<file path="src/include/backlight_pkg.sv">
// Register map, field positions, reset values and types of the
// backlight fault, curve, sink group and timeout register bank.
// Assumes a byte-wide register port fed by the serial interface engine.
package backlight_pkg;

    // ****************************************************************
    // Register offsets
    // ****************************************************************
    localparam logic [7:0] MODE_CTRL_ADDR = 8'h01;
    localparam logic [7:0] FAULT_STATUS_ADDR = 8'h02;
    localparam logic [7:0] FAULT_IRQ_ENABLE_ADDR = 8'h03;
    localparam logic [7:0] BACKLIGHT_CONFIG_ADDR = 8'h04;
    localparam logic [7:0] SINK_GROUP_SELECT_ADDR = 8'h05;
    localparam logic [7:0] OFF_DELAY_ADDR = 8'h06;
    localparam logic [7:0] DIM_DELAY_ADDR = 8'h07;

    // ****************************************************************
    // Field positions and implemented-bit masks
    // ****************************************************************
    localparam int MODE_BL_ON_BIT = 0;
    localparam int MODE_DIM_BIT = 4;
    localparam int MODE_ACTIVE_BIT = 5;
    localparam int FLT_SHORT_BIT = 4;
    localparam int FLT_THERMAL_BIT = 3;
    localparam int FLT_OVP_BIT = 2;
    localparam int CFG_FADE_BIT = 0;
    localparam int CFG_CURVE_LSB = 1;
    localparam int CFG_CURVE_MSB = 2;
    localparam logic [7:0] MODE_CTRL_MASK = 8'h31;
    localparam logic [7:0] FAULT_MASK = 8'h1C;
    localparam logic [7:0] CFG_MASK = 8'h07;
    localparam logic [7:0] SINK_MASK = 8'h7F;
    localparam logic [7:0] DELAY_MASK = 8'h7F;

    // ****************************************************************
    // Reset values
    // ****************************************************************
    localparam logic [7:0] MODE_CTRL_RST = 8'h00;
    localparam logic [7:0] FAULT_STATUS_RST = 8'h00;
    localparam logic [7:0] FAULT_IRQ_ENABLE_RST = 8'h00;
    localparam logic [7:0] BACKLIGHT_CONFIG_RST = 8'h00;
    localparam logic [7:0] SINK_GROUP_SELECT_RST = 8'h00;
    localparam logic [7:0] OFF_DELAY_RST = 8'h00;
    localparam logic [7:0] DIM_DELAY_RST = 8'h00;

    // ****************************************************************
    // Timing
    // ****************************************************************
    localparam int CORE_CLK_KHZ = 25000;
    localparam int TICK_PERIOD_MS = 1000;
    localparam int TICK_CYCLES = CORE_CLK_KHZ * TICK_PERIOD_MS;

    // ****************************************************************
    // Types
    // ****************************************************************
    typedef struct packed {
        logic wr;
        logic rd;
        logic [7:0] addr;
        logic [7:0] wdata;
    } reg_req_t;

    typedef struct packed {
        logic [6:0] independent;
        logic [6:0] group_on;
    } sink_ctrl_t;

    typedef enum logic [1:0] {
        CURVE_LINEAR = 2'b00,
        CURVE_SQUARE = 2'b01,
        CURVE_CUBIC_A = 2'b10,
        CURVE_CUBIC_B = 2'b11
    } curve_t;

    typedef enum logic [2:0] {
        TO_IDLE = 3'b000,
        TO_WAIT_MAX = 3'b001,
        TO_DIM = 3'b010,
        TO_OFF = 3'b011,
        TO_HOLD = 3'b100
    } timeout_state_t;

endpackage : backlight_pkg

</file>
<file path="src/hw/backlight_fault_irq_and_timeouts.sv">
// Backlight register bank: fault flags and interrupt, curve, sink group
// and the dim and off timeouts.
// Assumes the serial engine gives one-cycle read and write strobes on
// core_clk; fault detectors are asynchronous comparators.
//
// Overview of operation
// - Short flag with enable raises the interrupt
// - Thermal flag with enable raises the interrupt
// - Overvoltage flag with enable raises the interrupt
// - Curve 00 linear, 01 square with linear steps
// - Curve 10 and 11 cubic with nonlinear steps
// - Config bit 0 turns fade bypass on
// - Select bit n-1 makes sink n independent
// - Cleared select bit ties sink to group enable
// - Backlight turns off after the off delay
// - Off count waits for the dim expiry unless the dim code is zero
// - Off code zero disables, else code seconds
// - Dim expiry drops backlight to dim level
// - Dim count starts at maximum current only
// - Dim code zero disables, else code seconds
// - Fault flags clear only on written one
// - Hardware sets the dim bit at expiry
// - Group needs backlight on and active mode
`timescale 1ns/10ps
module backlight_fault_irq_and_timeouts #(
    parameter int unsigned TICK_CYCLES = backlight_pkg::TICK_CYCLES
)
(
    input wire logic core_clk,
    input wire logic rstn,
    input wire backlight_pkg::reg_req_t reg_req,
    output logic [7:0] reg_rdata,
    input wire logic short_detect,
    input wire logic thermal_detect,
    input wire logic ovp_detect,
    input wire logic bl_at_max,
    output logic fault_irq,
    output backlight_pkg::curve_t curve,
    output logic fade_bypass,
    output backlight_pkg::sink_ctrl_t sink,
    output logic backlight_group_en,
    output logic dim_active
);
    import backlight_pkg::*;

    // ****************************************************************
    // Reset release and detector synchronisers
    // ****************************************************************
    logic rst_meta_n_r;
    logic rst_sync_n_r;
    logic [2:0] det_meta_r;
    logic [2:0] det_r;

    always_ff @(posedge core_clk or negedge rstn)
    begin
        if (!rstn)
        begin
            rst_meta_n_r <= 1'b0;
            rst_sync_n_r <= 1'b0;
        end
        else
        begin
            rst_meta_n_r <= 1'b1;
            rst_sync_n_r <= rst_meta_n_r;
        end
    end

    always_ff @(posedge core_clk or negedge rst_sync_n_r)
    begin
        if (!rst_sync_n_r)
        begin
            det_meta_r <= 3'h0;
            det_r <= 3'h0;
        end
        else
        begin
            det_meta_r <= {short_detect, thermal_detect, ovp_detect};
            det_r <= det_meta_r;
        end
    end

    // ****************************************************************
    // Register file
    // ****************************************************************
    logic [7:0] mode_r, mode_nxt;
    logic [7:0] flt_r, flt_nxt;
    logic [7:0] irqen_r, irqen_nxt;
    logic [7:0] cfg_r, cfg_nxt;
    logic [7:0] sel_r, sel_nxt;
    logic [7:0] off_r, off_nxt;
    logic [7:0] dim_r, dim_nxt;
    logic [7:0] rdata_r, rdata_nxt;
    logic [7:0] det_bits;
    logic [7:0] clr_bits;
    logic off_expire;
    logic dim_expire;

    always_comb
    begin
        det_bits = 8'h00;
        det_bits[FLT_SHORT_BIT] = det_r[2];
        det_bits[FLT_THERMAL_BIT] = det_r[1];
        det_bits[FLT_OVP_BIT] = det_r[0];
        clr_bits = 8'h00;
        mode_nxt = mode_r;
        irqen_nxt = irqen_r;
        cfg_nxt = cfg_r;
        sel_nxt = sel_r;
        off_nxt = off_r;
        dim_nxt = dim_r;
        if (reg_req.wr)
        begin
            // Masks drop writes to reserved bits
            if (reg_req.addr == MODE_CTRL_ADDR)
                mode_nxt = reg_req.wdata & MODE_CTRL_MASK;
            else if (reg_req.addr == FAULT_STATUS_ADDR)
                clr_bits = reg_req.wdata & FAULT_MASK;
            else if (reg_req.addr == FAULT_IRQ_ENABLE_ADDR)
                irqen_nxt = reg_req.wdata & FAULT_MASK;
            else if (reg_req.addr == BACKLIGHT_CONFIG_ADDR)
                cfg_nxt = reg_req.wdata & CFG_MASK;
            else if (reg_req.addr == SINK_GROUP_SELECT_ADDR)
                sel_nxt = reg_req.wdata & SINK_MASK;
            else if (reg_req.addr == OFF_DELAY_ADDR)
                off_nxt = reg_req.wdata & DELAY_MASK;
            else if (reg_req.addr == DIM_DELAY_ADDR)
                dim_nxt = reg_req.wdata & DELAY_MASK;
        end
        // Hardware events win over a host write in the same cycle
        if (off_expire)
        begin
            mode_nxt[MODE_BL_ON_BIT] = 1'b0;
            mode_nxt[MODE_DIM_BIT] = 1'b0;
        end
        if (dim_expire)
            mode_nxt[MODE_DIM_BIT] = 1'b1;
        // Set beats write-one clear; reads never touch flags
        flt_nxt = (flt_r & ~clr_bits) | det_bits;
        rdata_nxt = rdata_r;
        if (reg_req.rd)
        begin
            if (reg_req.addr == MODE_CTRL_ADDR)
                rdata_nxt = mode_r;
            else if (reg_req.addr == FAULT_STATUS_ADDR)
                rdata_nxt = flt_r;
            else if (reg_req.addr == FAULT_IRQ_ENABLE_ADDR)
                rdata_nxt = irqen_r;
            else if (reg_req.addr == BACKLIGHT_CONFIG_ADDR)
                rdata_nxt = cfg_r;
            else if (reg_req.addr == SINK_GROUP_SELECT_ADDR)
                rdata_nxt = sel_r;
            else if (reg_req.addr == OFF_DELAY_ADDR)
                rdata_nxt = off_r;
            else if (reg_req.addr == DIM_DELAY_ADDR)
                rdata_nxt = dim_r;
            else
                rdata_nxt = 8'h00;
        end
    end

    always_ff @(posedge core_clk or negedge rst_sync_n_r)
    begin
        if (!rst_sync_n_r)
        begin
            mode_r <= MODE_CTRL_RST;
            flt_r <= FAULT_STATUS_RST;
            irqen_r <= FAULT_IRQ_ENABLE_RST;
            cfg_r <= BACKLIGHT_CONFIG_RST;
            sel_r <= SINK_GROUP_SELECT_RST;
            off_r <= OFF_DELAY_RST;
            dim_r <= DIM_DELAY_RST;
            rdata_r <= 8'h00;
        end
        else
        begin
            mode_r <= mode_nxt;
            flt_r <= flt_nxt;
            irqen_r <= irqen_nxt;
            cfg_r <= cfg_nxt;
            sel_r <= sel_nxt;
            off_r <= off_nxt;
            dim_r <= dim_nxt;
            rdata_r <= rdata_nxt;
        end
    end

    // ****************************************************************
    // Outputs
    // ****************************************************************
    assign reg_rdata = rdata_r;
    assign fault_irq = |(flt_r & irqen_r & FAULT_MASK);
    assign curve = curve_t'(cfg_r[CFG_CURVE_MSB:CFG_CURVE_LSB]);
    assign fade_bypass = cfg_r[CFG_FADE_BIT];
    assign backlight_group_en = mode_r[MODE_BL_ON_BIT]
        & mode_r[MODE_ACTIVE_BIT];
    assign sink.independent = sel_r[6:0];
    assign sink.group_on = {7{backlight_group_en}} & ~sel_r[6:0];
    assign dim_active = mode_r[MODE_DIM_BIT];

    // ****************************************************************
    // Timeout sequencer
    // ****************************************************************
    timeout_state_t st_r, st_nxt;
    logic [31:0] presc_r, presc_nxt;
    logic [6:0] sec_r, sec_nxt;
    logic tick;
    logic [7:0] sec_inc;

    // Prescaler restarts with each count, so a second is a full second
    assign tick = ((st_r == TO_DIM) || (st_r == TO_OFF))
        && (presc_r == 32'(TICK_CYCLES - 1));
    assign sec_inc = {1'b0, sec_r} + 8'h01;
    assign dim_expire = (st_r == TO_DIM) && tick
        && (sec_inc == {1'b0, dim_r[6:0]});
    assign off_expire = (st_r == TO_OFF) && tick
        && (sec_inc == {1'b0, off_r[6:0]});

    always_comb
    begin
        st_nxt = st_r;
        sec_nxt = sec_r;
        presc_nxt = tick ? 32'h0 : presc_r + 32'h1;
        if (tick)
            sec_nxt = sec_inc[6:0];
        case (st_r)
            TO_IDLE:
            begin
                st_nxt = TO_WAIT_MAX;
                presc_nxt = 32'h0;
            end
            TO_WAIT_MAX:
            begin
                presc_nxt = 32'h0;
                sec_nxt = 7'h00;
                if (bl_at_max)
                begin
                    if (dim_r[6:0] != 7'h00)
                        st_nxt = TO_DIM;
                    else if (off_r[6:0] != 7'h00)
                        st_nxt = TO_OFF;
                    else
                        st_nxt = TO_HOLD;
                end
            end
            TO_DIM:
            begin
                if ((dim_r[6:0] == 7'h00) || dim_expire)
                begin
                    // Off count begins here, or from TO_WAIT_MAX when the dim code is zero
                    st_nxt = (off_r[6:0] != 7'h00) ? TO_OFF : TO_HOLD;
                    presc_nxt = 32'h0;
                    sec_nxt = 7'h00;
                end
            end
            TO_OFF:
            begin
                if (off_r[6:0] == 7'h00)
                    st_nxt = TO_HOLD;
                else if (off_expire)
                    st_nxt = TO_IDLE;
            end
            default:
            begin
                presc_nxt = 32'h0;
                sec_nxt = 7'h00;
            end
        endcase
        // Losing the group enable abandons any count in progress
        if (!backlight_group_en)
        begin
            st_nxt = TO_IDLE;
            presc_nxt = 32'h0;
            sec_nxt = 7'h00;
        end
    end

    always_ff @(posedge core_clk or negedge rst_sync_n_r)
    begin
        if (!rst_sync_n_r)
        begin
            st_r <= TO_IDLE;
            presc_r <= 32'h0;
            sec_r <= 7'h00;
        end
        else
        begin
            st_r <= st_nxt;
            presc_r <= presc_nxt;
            sec_r <= sec_nxt;
        end
    end
endmodule : backlight_fault_irq_and_timeouts

</file>
<file path="config.mk">
export PLATFORM = sky130hd
export DESIGN_NAME = backlight_fault_irq_and_timeouts
export DESIGN_NICKNAME = d
export VERILOG_FILES = /design/src/include/backlight_pkg.sv /design/src/hw/backlight_fault_irq_and_timeouts.sv
export SDC_FILE = /design/constraint.sdc
export NUM_CORES = 1
export LEC_CHECK = 0
export BUFFER_PORTS_ARGS = -buffer_cell sky130_fd_sc_hd__buf_2
export CORE_ASPECT_RATIO = 1.75
export CORE_MARGIN = 8
export CORE_UTILIZATION = 45
export CTS_CLUSTER_SIZE = 28
export DETAILED_ROUTE_END_ITERATION = 10
export PLACE_DENSITY = 0.63
export SETUP_SLACK_MARGIN = 0.2
export SYNTH_ARGS = -nofsm -noshare
export SYNTH_HDL_FRONTEND = slang
export SYNTH_SLANG_ARGS = --single-unit
</file>
<file path="constraint.sdc">
create_clock -name core_clk -period 4.1 [get_ports core_clk]
set_input_delay 0.82 -clock core_clk [delete_from_list [all_inputs] [get_ports core_clk]]
set_output_delay 0.82 -clock core_clk [all_outputs]
set_load 0.02 [all_outputs]
</file>
# After elaboration in Yosys (flattened, before gate mapping)
# Index checks and enable logic that the tools add are counted.
dict set report totals {
  ff_bits 96
  latchBits 0
  mem_bits_rw 0
  rom_bits 0
  in_bits 24
  output_inout_bits 28
  wordCells 107
  n_memories 0
}
dict set report op_classes {
  n_addsub 2
  n_mul 0
  div 0
  order_cmp 0
  eq_ne 17
  n_shift 0
  muxes 31
  n_bitwise 13
  reduce_logical 27
}
# cell n
set op_table {}
lappend op_table {{2-to-1 mux 32 bit} 3}
lappend op_table {{case mux 32 bit (2 select lines)} 1}
lappend op_table {{2-to-1 mux 7 bit} 8}
lappend op_table {{adder 32 x 1 -> 32 bit, second input constant} 1}
lappend op_table {{== test 32 x 25 -> 1 bit, second input constant} 1}
lappend op_table {{== test 8 x 3 -> 1 bit, second input constant} 4}
lappend op_table {{2-to-1 mux 8 bit} 3}
lappend op_table {{2-to-1 mux 3 bit} 7}
lappend op_table {{2-to-1 mux 5 bit} 4}
lappend op_table {{== test 8 x 2 -> 1 bit, second input constant} 2}
lappend op_table {{== test 8 x 7 -> 1 bit} 2}
lappend op_table {{logical NOT 7 bit} 2}
lappend op_table {{case mux 7 bit (2 select lines)} 1}
lappend op_table {{nonzero test 7 bit} 2}
lappend op_table {{case mux 3 bit (4 select lines)} 1}
lappend op_table {{adder 7 x 1 -> 8 bit, second input constant} 1}
lappend op_table {{AND 8 bit} 1}
lappend op_table {{== test 8 x 1 -> 1 bit, second input constant} 1}
lappend op_table {{inverter 8 bit} 1}
lappend op_table {{OR 8 x 5 -> 8 bit} 1}
lappend op_table {{AND reduction 4 bit} 2}
lappend op_table {{AND reduction 8 bit} 1}
lappend op_table {{AND 7 bit} 1}
lappend op_table {{inverter 7 bit} 1}
lappend op_table {{other kinds (21)} 38}

# Longest topological paths before layout
# Gate-level depths: netlist of the first run.
dict set report logic_depth {
  depth_word 9
  ltp_mapped 9
  mapped_depth_nobuf 7
}

# Worst setup path before layout of the first run
# No wires, ideal clock.
dict set report synth_path {
  path_type {input port to flip-flop}
  start {in reg_req[14] (netlist name)}
  end {reg off_r[0]}
  setup_time_ps 125
  t_arrival_ps 2699
  required_time_ps 3975
  path_slack_ps 1276
  cell_stages 7
  n_path_buf 1
  path_cell_list {or4_1 -> nor2_1 -> and2_1 -> clkbuf_1 -> nand3_1 -> nor2_1 -> mux2_2}
}
dict set report synth_via {
  elab_chain_cells 3
  elab_cells_between_ends 12
  classes_between {6 x eq/ne; 5 x bitwise; 1 x reduce/logical}
}
# element line_no
set synth_rtl {}
lappend synth_rtl {{start: declaration} backlight_fault_irq_and_timeouts.sv:31} ;# input wire backlight_pkg::reg_req_t reg_req,
lappend synth_rtl {{== test 8 x 3 -> 1 bit (tied with other cells)} backlight_fault_irq_and_timeouts.sv:122} ;# else if (reg_req.addr == SINK_GROUP_SELECT_ADDR)
lappend synth_rtl {{inverter 1 bit (no source line)} n/a}
lappend synth_rtl {{AND reduction 7 bit (no source line) *} n/a}
lappend synth_rtl {{end signal: assignment} backlight_fault_irq_and_timeouts.sv:181} ;# off_r <= off_nxt;
lappend synth_rtl {{end: declaration} backlight_fault_irq_and_timeouts.sv:90} ;# logic [7:0] off_r, off_nxt;
# Mark *: on every way between the ends. The rest lies on a longest branch, timed or not.
# A chain may end at the register's enable or synchronous reset.

# Worst setup path after layout of the first run
dict set report layout_path {
  start {reg st_r[2]}
  end {reg sec_r[6]}
}
dict set report layout_via {
  elab_chain_cells 9
  elab_cells_between_ends 13
  classes_between {2 x eq/ne; 4 x mux; 7 x reduce/logical}
}
# element line_no
set layout_rtl {}
lappend layout_rtl {{start: declaration} backlight_fault_irq_and_timeouts.sv:203} ;# timeout_state_t st_r, st_nxt;
lappend layout_rtl {{start signal: assignment} backlight_fault_irq_and_timeouts.sv:287} ;# st_r <= st_nxt;
lappend layout_rtl {{== test 3 x 2 -> 1 bit (on tied branches)} {backlight_fault_irq_and_timeouts.sv:210, backlight_fault_irq_and_timeouts.sv:213, backlight_fault_irq_and_timeouts.sv:225}}
lappend layout_rtl {{logical OR 1 bit} backlight_fault_irq_and_timeouts.sv:210} ;# assign tick = ((st_r == TO_DIM) || (st_r == TO_OFF))
lappend layout_rtl {{logical AND 1 bit} backlight_fault_irq_and_timeouts.sv:211} ;# && (presc_r == 32'(TICK_CYCLES - 1));
lappend layout_rtl {{logical AND 1 bit} backlight_fault_irq_and_timeouts.sv:213} ;# assign dim_expire = (st_r == TO_DIM) && tick
lappend layout_rtl {{logical AND 1 bit} backlight_fault_irq_and_timeouts.sv:214} ;# && (sec_inc == {1'b0, dim_r[6:0]});
lappend layout_rtl {{logical OR 1 bit} backlight_fault_irq_and_timeouts.sv:247} ;# if ((dim_r[6:0] == 7'h00) || dim_expire)
lappend layout_rtl {{2-to-1 mux 7 bit} backlight_fault_irq_and_timeouts.sv:247}
lappend layout_rtl {{case mux 7 bit (2 select lines) *} backlight_fault_irq_and_timeouts.sv:225} ;# case (st_r)
lappend layout_rtl {{2-to-1 mux 7 bit *} backlight_fault_irq_and_timeouts.sv:269} ;# if (!backlight_group_en)
lappend layout_rtl {{via sec_nxt[6]} backlight_fault_irq_and_timeouts.sv:205} ;# logic [6:0] sec_r, sec_nxt;
lappend layout_rtl {{end signal: assignment} backlight_fault_irq_and_timeouts.sv:289} ;# sec_r <= sec_nxt;
lappend layout_rtl {{end: declaration} backlight_fault_irq_and_timeouts.sv:205}
# Mark *: on every way through the listed nets, which the timed path passes. The rest lies on a longest branch.

==> metrics, run 1 <==
status=complete, no violations; min Tclk post-route=2.97 ns; Non-Filler Instances=640; met2 Use GR=29.9%; Synth Area in XOR/XNOR=8.75%; GRT Max-Usage Layer=met2; Min Hold Slack=0.242 ns; worst vdd ir=0.230 mV; worst slew pin tran=0.762 ns; Combinational Power Share=7.0%; Post-Syn Nets=489; CP max stage delay=0.67 ns; post-CTS sizing=0; Longest Clk Path Bufs=2; # DRC=0; vias=3580; fin area=0.00541 sq mm; CP Class=reg2reg; FP Rows=50; CTS Hold Bufs=0; CP Capture Type=flop; Iter 0 DRT Violations=169; GR Util met1=16.2%; Static Leak=2.43 nW; CTS Sinks=90; dominant synthesized flop cell=dfrtp_1; clock group share of total power=44.0%; fin. max-slew vios=0; worst setup margin=1.13 ns; crit-path cells=or4b_1 -> or4_1 -> a2111oi_4 -> nand4b_4 -> a21boi_2 -> nor4bb_1; critical path required time=4.31 ns; sequential share of power=49.0%; Worst-Skew Late Latency=0.35 ns; total gr overflow=0; fin util=51.5%; max-cap violation count=0; unrepaired setup endpoints after global routing=false; placer congestion estimate=0.843; gr usage total=16.4%; area grow syn2layout=13.3%; Post-synth EDFFs=0; Avg Cell Area, Syn=10.3 sq um; DIE AREA=0.0143 sq mm; root buf cell=clkbuf_16; total CTS buffers=9; DR WL/cell=17.6 um; DRT Pass-1 Iters=4; IO Pins=52; number of global-route vias before repair=3766; # port buffers=49; setup bufs post-CTS=0; largest family of logic cells by synthesized area=simple AND/OR/NAND/NOR gates; hold crit path type=in2async; total power draw=1.91 mW; # diodes=0; synth unique cells=60; highest net fanout along the worst path=9; synthesized cell area=0.00478 sq mm; commonest non-fill, non-tap cell in the layout=dfrtp_1; die width=93.9 um; Async S/R FF share, synth=100%; Fillers=968; H-tree depth=3; DP HPWL=8440 um; startpoint types=flop; switching power=0.472 mW; post-synthesis mux area share=10.5%; clock slew at reported path FFs=0.07 ns; Post-Synth Adder-Cell Area=0.524%; internal power=1.44 mW; clock skew=0.00491 ns; Switching Share=24.7%; Max Freq=337 MHz; net count of the finished layout=531; period utilization=72.3%; core area=0.0105 sq mm; pin count of the biggest net entering global routing=53; Placed Cells=624; register area share after synthesis=47.2%; Synth Warn #=0; final hold vios=0; CTS tree=built; Starting Density=45.4%; most frequent cells in the layout=89 x dfrtp_1, 64 x nor2_1, 49 x buf_2; final WL=11300 um; complex-gate fraction of the synthesized area=7.94%; first-pass GRT wire length=18500 um; Vias/cell=5.59; Die Y-Extent=152 um; Finish-stage setup viols=0; critical path arrival=3.18 ns; final setup TNS=0 ns; placed cell areas=0.00511 sq mm; initial antenna violation count=0; cell count after synthesis=463; Power Density=353 mW/mm^2; CP max stage cell=or4_1; Place WS=0.889 ns; worst rel slew slack=48.8%; layout cells sized above 1=23.1%; FF+latch count, synth=90; met3 Usage GRT=4.14%; Simple-Gate Fraction of Synth Area=21.7%; Post-DRT Antenna Nets=0
worst paths after layout:
kind                               start            to  slack, ns  cells past startpoint
max                              st_r[2]      sec_r[6]       1.13                      6
min                                 rstn  rst_sync_n_r       0.24                      1
max reg2reg                      st_r[2]      sec_r[6]       1.13                      6
min reg2reg                det_meta_r[2]      det_r[2]       0.35                      0
max in group asynchronous   rst_sync_n_r      sec_r[6]       2.75                      1
min in group core_clk      det_meta_r[2]      det_r[2]       0.35                      0
power groups by stage:
stage / clock [mW] / combinational [mW] / sequential [mW]
after global placement: 0 / 0.132 / 0.955
after detailed placement: 0 / 0.135 / 0.956
after global routing: 0.893 / 0.148 / 0.943
after floorplan: 0 / 0.0770 / 0.961
after CTS: 0.855 / 0.136 / 0.939
final: 0.841 / 0.134 / 0.938
Yosys cell counts (3+ instances only):
cell type  number  area share [%]
a22o_1          3            0.55
nand3b_1        4            0.63
a21o_1          4            0.63
buf_1           3            0.24
nor3_1         13             1.4
a31oi_1         3            0.39
nor3b_1         3            0.47
mux2_2         34             8.0
nand4_1        14             1.8
xnor2_1        16             2.9
dfrtp_1        90              47
a22oi_1         4            0.63
xor2_1         29             5.3
nand2_1        28             2.2
nor4b_1         3            0.55
o21ai_0         8            0.84
a21oi_1        13             1.4
and3_1          6            0.79
nor4_1         10             1.3
nand3_1        23             2.4
nor4bb_1        3            0.63
nor2_1         64             5.0
mux2i_1         5             1.0
a211oi_1        3            0.47
or3_1           3            0.39
mux4_2          3             1.4
clkbuf_1       11            0.86
buf_2           4            0.42
inv_1          12            0.94
and4_1          5            0.92
nor2b_1         3            0.39
cells by family (layout without fill, tap and decap cells):
family / after synthesis / count (layout)
AOI/OAI and AO/OA: 51 / 51
xor gates and xnor gates: 46 / 46
adders and majority gates: 2 / 2
buffers and inverters: 34 / 81
DFF: 90 / 90
muxes: 42 / 42
other: 2 / 2
and+or+nand+nor: 196 / 196
state kept, by name (all words and copies together) (netlist names):
name          flops
reg_rdata         7
rst_sync_n_r      1
det_r             3
det_meta_r        3
dim_r             7
cfg_r             3
irqen_r           3
flt_r             3
rst_meta_n_r      1
presc_r          32
mode_r            3
sec_r             7
sel_r             7
off_r             7
st_r              3
worst max-delay path, delay by kind of cell (launching register included):
family / cells / cell delay [ns]
simple gates: 4 / 1.58
flops: 1 / 0.46
compound gates: 2 / 0.79
layer usage:
layer / part of all wire (%) / wire length (um) / vias up
met1: 36 / 4100 / 1748
met4: 3.6 / 401 / 0
li1: - / - / 1722
met2: 55 / 6170 / 84
met3: 5.3 / 603 / 26
met5: 0 / 0 / -
cell type report:
| cell class | count | area, sq um | area share, % |
|---|---|---|---|
| clock inverter | 7 | 78.8 | 1.46 |
| timing repair buffer | 53 | 275 | 5.09 |
| tap | 130 | 163 | 3.01 |
| sequential | 90 | 2260 | 41.7 |
| clock buffer | 9 | 225 | 4.16 |
| multi-input combinational | 339 | 2370 | 43.8 |
| inverter | 12 | 45.0 | 0.832 |
(Power assumes the default switching activity.)
==> run 2, diff against run 1 <==
--- a/config.mk
+++ b/config.mk
@@ -11,7 +11,7 @@
 export CORE_UTILIZATION = 45
 export CTS_CLUSTER_SIZE = 28
 export DETAILED_ROUTE_END_ITERATION = 10
-export PLACE_DENSITY = 0.63
+export PLACE_DENSITY = 0.65
 export SETUP_SLACK_MARGIN = 0.2
 export SYNTH_ARGS = -nofsm -noshare
 export SYNTH_HDL_FRONTEND = slang
==> constraint.sdc (replaced) <==
create_clock -name core_clk -period 2.7 [get_ports core_clk]
set_input_delay 0.54 -clock core_clk [delete_from_list [all_inputs] [get_ports core_clk]]
set_output_delay 0.54 -clock core_clk [all_outputs]
set_load 0.02 [all_outputs]
==> run 2 against run 1 <==
Utilization is 3.0 points higher. Largest cell class unchanged. Maximum frequency is 20% higher. Flip-flop and latch count stayed put. First-iteration DRC count is 3.0% lower. Sequential share of layout area is 2.3 points lower. Worst setup slack worse by 0.91 ns. Register-to-register slack worse by 0.91 ns.
==> metrics, run 2 (synthesized netlist as in run 1, its figures left out) <==
max-cap violation count=0 (unchanged); DR WL/cell=17.1 um (-2.9%); status=complete, no violations; # diodes=0 (unchanged); CP Capture Type=flop; critical path arrival=2.70 ns (-0.48 ns); DIE AREA=0.0143 sq mm (unchanged); CP max stage cell=or4b_4; final setup TNS=0 ns (unchanged); FP Rows=50 (unchanged); final hold vios=0 (unchanged); Finish-stage setup viols=0 (unchanged); DP HPWL=8480 um (+0.42%); IO Pins=52 (unchanged); unrepaired setup endpoints after global routing=true; Fillers=948 (-2.1%); Min Hold Slack=0.299 ns (+0.0567 ns); total CTS buffers=9 (unchanged); DRT Pass-1 Iters=4 (unchanged); die width=93.9 um (unchanged); max reg flops=32 (unchanged); CTS Sinks=90 (unchanged); net count of the finished layout=554 (+4.3%); clock slew at reported path FFs=0.06 ns (about the same); worst vdd ir=0.364 mV (+58%); cell family with most CP delay=simple AND/OR/NAND/NOR gates; CP Class=reg2reg; layout cells sized above 1=27.6% (+4.4 points); critical path required time=2.92 ns (-1.39 ns); most frequent cells in the layout=89 x dfrtp_1, 63 x nor2_1, 49 x buf_2; CP max stage delay=0.56 ns (-0.11 ns); CP bufs+invs=0 (unchanged); pin count of the biggest net entering global routing=46 (-13%); commonest non-fill, non-tap cell in the layout=dfrtp_1; Iter 0 DRT Violations=164 (-3.0%); area grow syn2layout=19.8%; fin. max-slew vios=0 (unchanged); CTS tree=built; startpoint types=flop; Post-DRT Antenna Nets=0 (unchanged); placed cell areas=0.00527 sq mm (+3.2%); # port buffers=49 (unchanged); Longest Clk Path Bufs=2 (unchanged); Worst-Skew Late Latency=0.34 ns (about the same); total gr overflow=0 (unchanged); register area=0.00226 sq mm (unchanged); min Tclk post-route=2.48 ns (-0.489 ns); final WL=11300 um (+0.59%); initial antenna violation count=0 (unchanged); crit-path cells=or4b_4 -> or4_4 -> a2111oi_4 -> nand4b_4 -> a21boi_4 -> nor3b_1; worst slew pin tran=0.756 ns (-0.00546 ns); number of global-route vias before repair=3863 (+2.6%); Vias/cell=5.59 (about the same); Static Leak=2.60 nW (+7.1%); Starting Density=45.4% (unchanged); worst rel slew slack=49.2% (+0.37 points); clock skew=0.00463 ns (-0.000284 ns); hold crit path type=in2reg; highest net fanout along the worst path=7 (-2); root buf cell=clkbuf_16; Power Density=531 mW/mm^2 (+50%); vias=3706 (+3.5%); placer congestion estimate=0.870 (+3.2%); Largest Register=presc_r; period utilization=91.7% (+19 points); Max Freq=404 MHz (+20%); Die Y-Extent=152 um (unchanged); gr usage total=16.8% (+0.40 points); area of the multi-input gates=0.00242 sq mm (+2.2%); first-pass GRT wire length=19000 um (+2.8%); # DRC=0 (unchanged); H-tree depth=3 (unchanged); core area=0.0105 sq mm (unchanged); fin area=0.00572 sq mm (+5.8%)
run 2: per-stage QoR:
step	worst slack (ns)	std cells	util (%)	power (mW)
final	0.223	663	54.5	3.04
after global routing	0.126	663	54.5	3.15
after CTS	0.188	662	54.3	3.08
after detailed placement	-0.0146	641	50.1	1.66
after global placement	0.0294	641	50.1	1.65
after floorplan	0.234	463	-	1.58
run 2: final timing paths:
check / startpoint / slack (ns) / cells past startpoint / end
min reg2reg: rst_sync_n_r / 0.33 / 0 / presc_r[26]
max in group asynchronous: rst_sync_n_r / 1.64 / 1 / off_r[0]
min in group asynchronous: rst_sync_n_r / 0.33 / 0 / presc_r[26]
max: st_r[2] / 0.22 / 6 / sec_r[1]
max reg2reg: st_r[2] / 0.22 / 6 / sec_r[1]
min: thermal_detect / 0.30 / 1 / det_meta_r[1]
run 2: area by class of cell:
| cell class | instances | share of cell area (%) |
|---|---|---|
| Multi-Input combinational cell | 339 | 42.3 |
| Sequential cell | 90 | 39.4 |
| Timing Repair Buffer | 76 | 8.81 |
| Clock buffer | 10 | 4.00 |
| Tap cell | 130 | 2.84 |
| Clock inverter | 6 | 1.84 |
| Inverter | 12 | 0.787 |
run 2: per-layer routing:
metal  vias up  global-route usage (%)  share of wire [%]
met3        27                    3.50                5.2
met4         0                    8.44                3.0
met1      1810                    17.2                 36
met2        92                    30.4                 56
li1       1777                       -                  -
met5         -                       0                  0
run 2: power breakdown:
part	switching (mW)	leakage [nW]	internal [mW]	total, mW
registers	0.0409	1.21	1.38	1.42
logic	0.125	1.23	0.0882	0.213
clock network	0.504	0.166	0.899	1.40
run 2: repair_timing:
item	4_1_cts	5_1_grt
hold buffers	1	0
pin swaps	2	8
gates resized for setup	8	1
setup endpoints to repair	44	27
setup buffers	3	1
hold endpoints to repair	2	0
cloned	1	0
